==> config.mk <==
export PLATFORM = sky130hd
export DESIGN_NAME = bbx_exec
export DESIGN_NICKNAME = d
export VERILOG_FILES = /design/src/inc/bbx_pkg.sv /design/src/inc/bbx_phase_if.sv /design/src/design/bbx_exec.sv /design/src/design/bbx_phase_gen.sv
export SDC_FILE = /design/constraint.sdc
export NUM_CORES = 1
export LEC_CHECK = 0
export BUFFER_PORTS_ARGS = -buffer_cell sky130_fd_sc_hd__clkbuf_2
export CAP_MARGIN = 10
export CORE_UTILIZATION = 51
export CTS_BUF_LIST = sky130_fd_sc_hd__clkbuf_2 sky130_fd_sc_hd__clkbuf_4 sky130_fd_sc_hd__clkbuf_8
export DETAILED_ROUTE_END_ITERATION = 7
export PLACE_DENSITY = 0.79
export SLEW_MARGIN = 20
export SYNTH_ARGS = -nofsm -noshare
export SYNTH_HDL_FRONTEND = slang
export SYNTH_SLANG_ARGS = --single-unit
==> constraint.sdc <==
create_clock -name core_clk_i -period 2.8 [get_ports core_clk_i]
set_input_delay 0.42 -clock core_clk_i [delete_from_list [all_inputs] [get_ports core_clk_i]]
set_output_delay 0.42 -clock core_clk_i [all_outputs]
set_load 0.03 [all_outputs]
==> src/inc/bbx_pkg.sv <==
// Package: constants and types for the branch and bit-set execution block
package bbx_pkg;

  // ************************************************************
  // Widths
  // ************************************************************
  localparam int PC_W   = 21;
  localparam int ADDR_W = 12;

  // ************************************************************
  // Opcode fields
  // ************************************************************
  localparam logic [7:0] OPC_BRANCH_IF_NONZERO = 8'hE1;
  localparam logic [3:0] OPC_RELATIVE_JUMP     = 4'hD;
  localparam logic [3:0] OPC_BIT_SET_IN_FILE   = 4'h8;

  // ************************************************************
  // Data memory mapping
  // ************************************************************
  localparam logic [7:0] ACC_SPLIT   = 8'h60;
  localparam logic [7:0] IDX_MAX     = 8'h5F;
  localparam logic [3:0] ACC_LO_BANK = 4'h0;
  localparam logic [3:0] ACC_HI_BANK = 4'hF;

  // ************************************************************
  // Reset values
  // ************************************************************
  localparam logic [PC_W-1:0]   PC_RST   = 21'h000000;
  localparam logic [ADDR_W-1:0] ADDR_RST = 12'h000;
  localparam logic [7:0]        BYTE_RST = 8'h00;

  // ************************************************************
  // Types
  // ************************************************************
  typedef enum logic [3:0] {
    BBX_Q1 = 4'b0001,
    BBX_Q2 = 4'b0010,
    BBX_Q3 = 4'b0100,
    BBX_Q4 = 4'b1000
  } bbx_phase_t;

  typedef enum logic [1:0] {
    BBX_RUN = 2'b01,
    BBX_NOP = 2'b10
  } bbx_state_t;

  typedef enum logic [3:0] {
    BBX_OP_NONE = 4'b0001,
    BBX_OP_BNZ  = 4'b0010,
    BBX_OP_JMP  = 4'b0100,
    BBX_OP_BSF  = 4'b1000
  } bbx_op_t;

endpackage : bbx_pkg

==> src/inc/bbx_phase_if.sv <==
// Interface: quadrature phase carried from the phase generator to the executor
`timescale 1ns/10ps
interface bbx_phase_if;
  import bbx_pkg::*;
  bbx_phase_t phase;
  modport src (output phase);
  modport snk (input phase);
endinterface : bbx_phase_if

==> src/design/bbx_exec.sv <==
// Executor for branch-if-nonzero, relative jump and bit-set-in-file-register
`timescale 1ns/10ps
module bbx_exec (
  // Clock and reset
  input  wire logic                  core_clk_i,
  input  wire logic                  rst_i,
  // Fetch stage
  input  wire logic [15:0]           instr_i,
  input  wire logic                  instr_valid_i,
  output logic                       instr_ack_o,
  // Core state
  input  wire logic                  zero_i,
  input  wire logic [bbx_pkg::PC_W-1:0]   pc_inc_i,
  input  wire logic [3:0]            bank_select_register_i,
  input  wire logic                  ext_en_i,
  input  wire logic [bbx_pkg::ADDR_W-1:0] index_base_i,
  // Program counter write
  output logic                       pc_we_o,
  output logic [bbx_pkg::PC_W-1:0]   program_counter_o,
  // Register file
  output logic                       reg_rd_o,
  output logic [bbx_pkg::ADDR_W-1:0] reg_addr_o,
  input  wire logic [7:0]            reg_rdata_i,
  output logic                       reg_we_o,
  output logic [7:0]                 reg_wdata_o,
  // Status
  output logic                       nop_cycle_o,
  output logic                       unhandled_o,
  output logic                       status_we_o
);
  import bbx_pkg::*;

  // ************************************************************
  // Phase sequencer
  // ************************************************************
  bbx_phase_if ph_if ();

  bbx_phase_gen u_phase (
    .core_clk_i (core_clk_i),
    .rst_i      (rst_i),
    .ph         (ph_if.src)
  );

  bbx_phase_t phase;
  assign phase = ph_if.phase;

  // ************************************************************
  // State
  // ************************************************************
  bbx_state_t             state_q,   state_d;
  bbx_op_t                op_q,      op_d;
  logic [10:0]            ofs_q,     ofs_d;
  logic [2:0]             bit_q,     bit_d;
  logic                   a_q,       a_d;
  logic [PC_W-1:0]        pcb_q,     pcb_d;
  logic                   taken_q,   taken_d;
  logic                   pc_we_q,   pc_we_d;
  logic [PC_W-1:0]        pc_q,      pc_d;
  logic                   rd_q,      rd_d;
  logic [ADDR_W-1:0]      addr_q,    addr_d;
  logic                   we_q,      we_d;
  logic [7:0]             wdata_q,   wdata_d;
  logic                   ack_d;
  logic                   unh_d,     unh_q;
  logic [ADDR_W-1:0]      ea;
  logic [PC_W-1:0]        rel;

  // Effective file address, resolved at decode
  always_comb begin
    if (instr_i[8]) begin
      ea = {bank_select_register_i, instr_i[7:0]};
    end else if (ext_en_i && (instr_i[7:0] <= IDX_MAX)) begin
      ea = index_base_i + {4'h0, instr_i[7:0]};
    end else if (instr_i[7:0] < ACC_SPLIT) begin
      ea = {ACC_LO_BANK, instr_i[7:0]};
    end else begin
      ea = {ACC_HI_BANK, instr_i[7:0]};
    end
  end

  // Doubled, sign-extended offset; the 8-bit case was widened at decode
  assign rel = {{(PC_W-12){ofs_q[10]}}, ofs_q, 1'b0};

  always_comb begin
    state_d = state_q;
    op_d    = op_q;
    ofs_d   = ofs_q;
    bit_d   = bit_q;
    a_d     = a_q;
    pcb_d   = pcb_q;
    taken_d = taken_q;
    pc_we_d = 1'b0;
    pc_d    = pc_q;
    rd_d    = 1'b0;
    addr_d  = addr_q;
    we_d    = 1'b0;
    wdata_d = wdata_q;
    ack_d   = 1'b0;
    unh_d   = 1'b0;
    case (phase)
      BBX_Q1: begin
        op_d    = BBX_OP_NONE;
        taken_d = 1'b0;
        // The flushed cycle takes no word, so the fetched target waits
        if (state_q == BBX_RUN && instr_valid_i) begin
          ack_d = 1'b1;
          pcb_d = pc_inc_i;
          if (instr_i[15:8] == OPC_BRANCH_IF_NONZERO) begin
            op_d  = BBX_OP_BNZ;
            ofs_d = {{3{instr_i[7]}}, instr_i[7:0]};
          end else if (instr_i[15:12] == OPC_RELATIVE_JUMP) begin
            op_d  = BBX_OP_JMP;
            ofs_d = instr_i[10:0];
          end else if (instr_i[15:12] == OPC_BIT_SET_IN_FILE) begin
            op_d   = BBX_OP_BSF;
            bit_d  = instr_i[11:9];
            a_d    = instr_i[8];
            addr_d = ea;
            rd_d   = 1'b1;
          end else begin
            unh_d = 1'b1;
          end
        end
      end
      BBX_Q2: begin
        // Read data is sampled and modified in place
        if (op_q == BBX_OP_BSF) begin
          wdata_d = reg_rdata_i | (8'h01 << bit_q);
        end
      end
      BBX_Q3: begin
        if (op_q == BBX_OP_BNZ) begin
          taken_d = ~zero_i;
        end else if (op_q == BBX_OP_JMP) begin
          taken_d = 1'b1;
        end
        if ((op_q == BBX_OP_BNZ && !zero_i) || op_q == BBX_OP_JMP) begin
          pc_we_d = 1'b1;
          pc_d    = pcb_q + rel;
        end
        if (op_q == BBX_OP_BSF) begin
          we_d = 1'b1;
        end
      end
      default: begin
        // Q4 closes the cycle; a taken branch costs one flushed cycle
        if (taken_q) begin
          state_d = BBX_NOP;
        end else begin
          state_d = BBX_RUN;
        end
      end
    endcase
  end

  always_ff @(posedge core_clk_i or posedge rst_i) begin
    if (rst_i) begin
      state_q <= BBX_RUN;
      op_q    <= BBX_OP_NONE;
      ofs_q   <= 11'h000;
      bit_q   <= 3'h0;
      a_q     <= 1'b0;
      pcb_q   <= PC_RST;
      taken_q <= 1'b0;
      pc_we_q <= 1'b0;
      pc_q    <= PC_RST;
      rd_q    <= 1'b0;
      addr_q  <= ADDR_RST;
      we_q    <= 1'b0;
      wdata_q <= BYTE_RST;
      unh_q   <= 1'b0;
    end else begin
      state_q <= state_d;
      op_q    <= op_d;
      ofs_q   <= ofs_d;
      bit_q   <= bit_d;
      a_q     <= a_d;
      pcb_q   <= pcb_d;
      taken_q <= taken_d;
      pc_we_q <= pc_we_d;
      pc_q    <= pc_d;
      rd_q    <= rd_d;
      addr_q  <= addr_d;
      we_q    <= we_d;
      wdata_q <= wdata_d;
      unh_q   <= unh_d;
    end
  end

  assign instr_ack_o       = ack_d;
  assign pc_we_o           = pc_we_q;
  assign program_counter_o = pc_q;
  assign reg_rd_o          = rd_q;
  assign reg_addr_o        = addr_q;
  assign reg_we_o          = we_q;
  assign reg_wdata_o       = wdata_q;
  assign nop_cycle_o       = (state_q == BBX_NOP);
  assign unhandled_o       = unh_q;
  assign status_we_o       = 1'b0;

  // ************************************************************
  // Assertions
  // ************************************************************
  a_bnz_taken: assert property (@(posedge core_clk_i) disable iff (rst_i)
    (phase == BBX_Q3 && op_q == BBX_OP_BNZ && !zero_i) |=> pc_we_o)
    else $error("branch-if-nonzero not taken with zero clear");

  a_bnz_skip: assert property (@(posedge core_clk_i) disable iff (rst_i)
    (phase == BBX_Q3 && op_q == BBX_OP_BNZ && zero_i) |=> !pc_we_o ##1 !nop_cycle_o)
    else $error("branch-if-nonzero taken with zero set");

  a_target_value: assert property (@(posedge core_clk_i) disable iff (rst_i)
    pc_we_o |-> program_counter_o == PC_W'(pcb_q + rel))
    else $error("branch target wrong");

  a_taken_nop: assert property (@(posedge core_clk_i) disable iff (rst_i)
    pc_we_o |=> nop_cycle_o[*4] ##1 !nop_cycle_o)
    else $error("taken branch not followed by exactly one no-op cycle");

  a_jump_always: assert property (@(posedge core_clk_i) disable iff (rst_i)
    (phase == BBX_Q3 && op_q == BBX_OP_JMP) |=> pc_we_o)
    else $error("relative jump did not write program counter");

  a_bsf_data: assert property (@(posedge core_clk_i) disable iff (rst_i)
    reg_we_o |-> (reg_wdata_o[bit_q] &&
      reg_wdata_o == ($past(reg_rdata_i, 2) | (8'h01 << bit_q))))
    else $error("bit-set write data wrong");

  a_bank_select: assert property (@(posedge core_clk_i) disable iff (rst_i)
    (reg_rd_o && a_q) |-> reg_addr_o[11:8] == $past(bank_select_register_i))
    else $error("banked address not from bank select register");

  a_access_bank: assert property (@(posedge core_clk_i) disable iff (rst_i)
    (reg_rd_o && !a_q && !$past(ext_en_i)) |->
      reg_addr_o[11:8] == ((reg_addr_o[7:0] < ACC_SPLIT) ? ACC_LO_BANK : ACC_HI_BANK))
    else $error("access bank address wrong");

  a_indexed_mode: assert property (@(posedge core_clk_i) disable iff (rst_i)
    (reg_rd_o && !a_q && $past(ext_en_i) && $past(instr_i[7:0]) <= IDX_MAX) |->
      reg_addr_o == ADDR_W'($past(index_base_i) + {4'h0, $past(instr_i[7:0])}))
    else $error("indexed literal offset address wrong");

  a_write_q4: assert property (@(posedge core_clk_i) disable iff (rst_i)
    (pc_we_o || reg_we_o) |-> (phase == BBX_Q4 && !status_we_o))
    else $error("write outside fourth phase");

endmodule : bbx_exec

==> src/design/bbx_phase_gen.sv <==
// Four-phase sequencer: one phase per core clock, Q1 to Q4 in turn
`timescale 1ns/10ps
module bbx_phase_gen (
  // Clock and reset
  input  wire logic   core_clk_i,
  input  wire logic   rst_i,
  // Phase out
  bbx_phase_if.src    ph
);
  import bbx_pkg::*;

  bbx_phase_t phase_q;
  bbx_phase_t phase_d;

  always_comb begin
    case (phase_q)
      BBX_Q1:  phase_d = BBX_Q2;
      BBX_Q2:  phase_d = BBX_Q3;
      BBX_Q3:  phase_d = BBX_Q4;
      default: phase_d = BBX_Q1;
    endcase
  end

  always_ff @(posedge core_clk_i or posedge rst_i) begin
    if (rst_i) begin
      phase_q <= BBX_Q1;
    end else begin
      phase_q <= phase_d;
    end
  end

  assign ph.phase = phase_q;

endmodule : bbx_phase_gen

==> flow_summary.yaml <==
worst_setup_path:
  arrival_ns: 2.16
  crit_slowest_cell: "dfstp_2"
  setup.worst_path.end_class: "output pin"
  reg2reg_depth: 9
  reg2reg_to: "program_counter_o[13]"
  r2r-start: "ofs_q[0]"
  rrSetupSlack_ns: 0.27
  worstPathMaxFanout: 4
  path_cells: "or4b_1, or3_1, clkinv_4, clkbuf_2"
  critPathKind: "flip-flop to output pin"
  critPathBufInv: 2
  max_stage_delay_ns: 0.55
  startpoint_type: "flip-flop"
  required_ns: 2.38
  critPathTopFamily: "simple AND/OR/NAND/NOR gates"
grt:
  grt.overflow.total: 0
  antenna_found_initial: 0
  grt_first_pass_wirelength_mm: 18.9
  grt_use_total_pct: 23.8
  grt_pass1_vias: 3983
  grt_start_max_net_pins: 59
floorplanning:
  dieHeight_um: 101
  die_area_um2: 10200
  start_util_pct: 53.2
  ioPinCount: 114
  std_cell_rows: 35
  die_x_um: 101
  core-area_um2: 9370
power_and_ir_drop:
  powerDensity_nw_per_um2: 521
  vdd.ir_drop.worst_mv: 0.230
  leakage_nw: 3.09
synthesis:
  synthXorXnorAreaFrac_pct: 4.04
  synthArstFlopShare_pct: 100
  synth_top_area_share_pct: 44.2
  synth_top_family_by_area: "simple AND/OR/NAND/NOR gates"
  synth.distinct_cells: 53
  synth_area_per_cell_um2: 9.18
  synth_compound_area_share_pct: 16.7
  yosys-top-cells-area: "dfrtp_1 (44%), nand2_1 (10%), ha_1 (6.8%), o21ai_0 (4.5%), a21oi_1 (3.0%)"
  yosysWarnings: 0
  synthAdderAreaFrac_pct: 7.58
  synthSimpleGateAreaFrac_pct: 19.5
  synth_seq_cells: 91
  syn-num-nets: 638
  ys_seq_area_share_pct: 45.8
  muxShareOfSynthArea_pct: 3.29
  synth_edf_count: 0
  synthCells: 543
  synth_area_um2: 4980
  yosys.area.top_type: "dfrtp_1"
  synthFlopType: "dfrtp_1"
timing:
  layout_setup_ws_ns: 0.220
  hold_viol: 0
  timing.fmax_mhz: 388
  tightest_slew_ns: 0.830
  relSlewSlack_pct: 43.9
  post-route-period-util_pct: 92.1
  fin_crit_ns: 2.58
  clock_skew_ns: 0.0125
  drv_slew: 0
  setup_tns_ns: 0
  rsz0062_at_grt: "false"
  setup_viol: 0
routing:
  dr_total_vias: 4267
  drt-met1-wl_mm: 5.44
  viasPerCell: 5.41
  wl_met3_um: 656
  drtIter0Drc: 200
  dr.pass1.iters: 4
  drc: 0
  routed_wl_mm: 11.5
  dr_wl_met2_mm: 5.30
  top_layer: "met4"
  post_drt_wl_per_cell_um: 14.6
  drtAntennaViolNets: 0
min_path:
  hp-class: "primary input to async pin"
placed_design:
  pre_cts_ws_ns: 0.245
  io_buffers: 112
  gp_congestion: 0.946
  dp.final_hpwl_mm: 8.97
clock_network:
  path_clk_slew_ns: 0.09
  postCtsHoldBufs: 0
  cts_root_buf: "clkbuf_8"
  htree_levels: 3
  cts_resized: 0
  clock_path_buffers: 2
  clock-sinks: 91
  clk_latency_ns: 0.35
  postCtsSetupBuffers: 0
  cts_tree: "built"
  cts_buffers: 9
status:
  status: "finished clean"
final_layout:
  area_growth_syn_to_layout_pct: 17.4
  fin_util_pct: 62.4
  n_antenna_cell: 0
  final_common_cell: "nand2_1"
  regArea_um2: 2280
  drive_gt1_share_pct: 23.1
  fin_nets: 749
  fillers: 828
  multiInputGateArea_um2: 2550
  final_cell_mix: "nand2_1 (133), clkbuf_2 (112), dfrtp_1 (88), o21ai_0 (45), a21oi_1 (30)"
flow_run:
  cap_violations: 0
[metrics by stage]
stage	std cells	cell area, um^2	hold WS, ns	total power, mW
6_report	788	5850	0.106	3.05
5_1_grt	788	5850	0.144	3.22
4_1_cts	788	5850	0.113	3.06
3_3_place_gp	772	5670	0.436	2.23
2_1_floorplan	543	4980	0.409	2.02
3_5_place_dp	772	5670	0.459	2.25
[layout make-up]
| cell class | instances | share of cell area [%] |
|---|---|---|
| Sequential cell | 91 | 39.0 |
| Multi-Input combinational cell | 420 | 43.6 |
| Timing Repair Buffer | 117 | 10.4 |
| Clock buffer | 10 | 2.25 |
| Tap cell | 129 | 2.76 |
| Inverter | 15 | 1.07 |
| Clock inverter | 6 | 0.877 |
[layer usage]
metal / vias up / global-route usage [%]
met2: 151 / 37.7
met1: 2000 / 34.1
li1: 2106 / -
met5: - / 0
met4: 0 / 7.02
met3: 10 / 3.40
[worst max-delay path by stage]
stage                        start                     to  slack, ns  cells past startpoint
2_1_floorplan                rst_i               bit_q[0]       0.02                      1
3_3_place_gp              ofs_q[0]  program_counter_o[13]       0.36                      9
3_5_place_dp            instr_i[0]         reg_addr_o[10]       0.24                     11
4_1_cts        u_phase.ph.phase[0]            instr_ack_o       0.20                      4
5_1_grt                   ofs_q[0]  program_counter_o[19]       0.08                      9
6_report       u_phase.ph.phase[0]            instr_ack_o       0.22                      4
[kinds of logic (layout without fill, tap and decap cells)]
logic type / after synthesis / after routing
AOI/OAI and AO/OA: 134 / 134
xor gates and xnor gates: 23 / 23
adders and majority gates: 29 / 29
buffers and inverters: 32 / 148
DFF: 91 / 91
muxes: 15 / 15
other: 1 / 1
and+or+nand+nor: 218 / 218
[synth_stat cells, types with 2 or more instances]
cell / count
o31ai_2: 2
dfstp_2: 3
clkbuf_1: 9
nand3_1: 9
o21ai_0: 45
or3_1: 3
ha_1: 27
buf_6: 2
nand2b_1: 7
buf_2: 5
and2_1: 4
nor4b_1: 4
a211oi_1: 5
inv_1: 13
nor3b_1: 4
nor3_1: 9
mux2i_1: 4
o211ai_1: 3
dfrtp_1: 88
o21bai_1: 4
fa_1: 2
and3_1: 7
xor2_1: 12
mux2_1: 4
nand4_1: 2
o21ai_1: 5
a31oi_1: 9
nand2_1: 133
o21a_1: 3
a21oi_1: 30
a211o_1: 2
o31ai_1: 2
nor2_1: 28
mux2_2: 7
xnor2_1: 11
nor2b_1: 5
a21o_1: 15
[worst reg2reg max path, delay by kind of cell, from the launching register on]
family,cells,cell delay (ns)
and+or+nand+nor,2,0.22
DFF,1,0.41
xor gates and xnor gates,1,0.20
adders and majority gates,2,0.68
AOI/OAI and AO/OA,4,0.90
[flip-flops by register name, indices dropped and copies added (netlist names)]
signal	cells
taken_q	1
op_q	4
reg_we_o	1
reg_wdata_o	8
bit_q	3
program_counter_o	21
pcb_q	21
u_phase.ph.phase	4
unhandled_o	1
pc_we_o	1
ofs_q	11
state_q	2
reg_addr_o	12
reg_rd_o	1
[power breakdown]
part | switching, mW | internal (mW)
Clock | 0.470 | 0.342
Combinational | 0.466 | 0.311
Sequential | 0.0664 | 1.39
(Power assumes the default switching activity.)
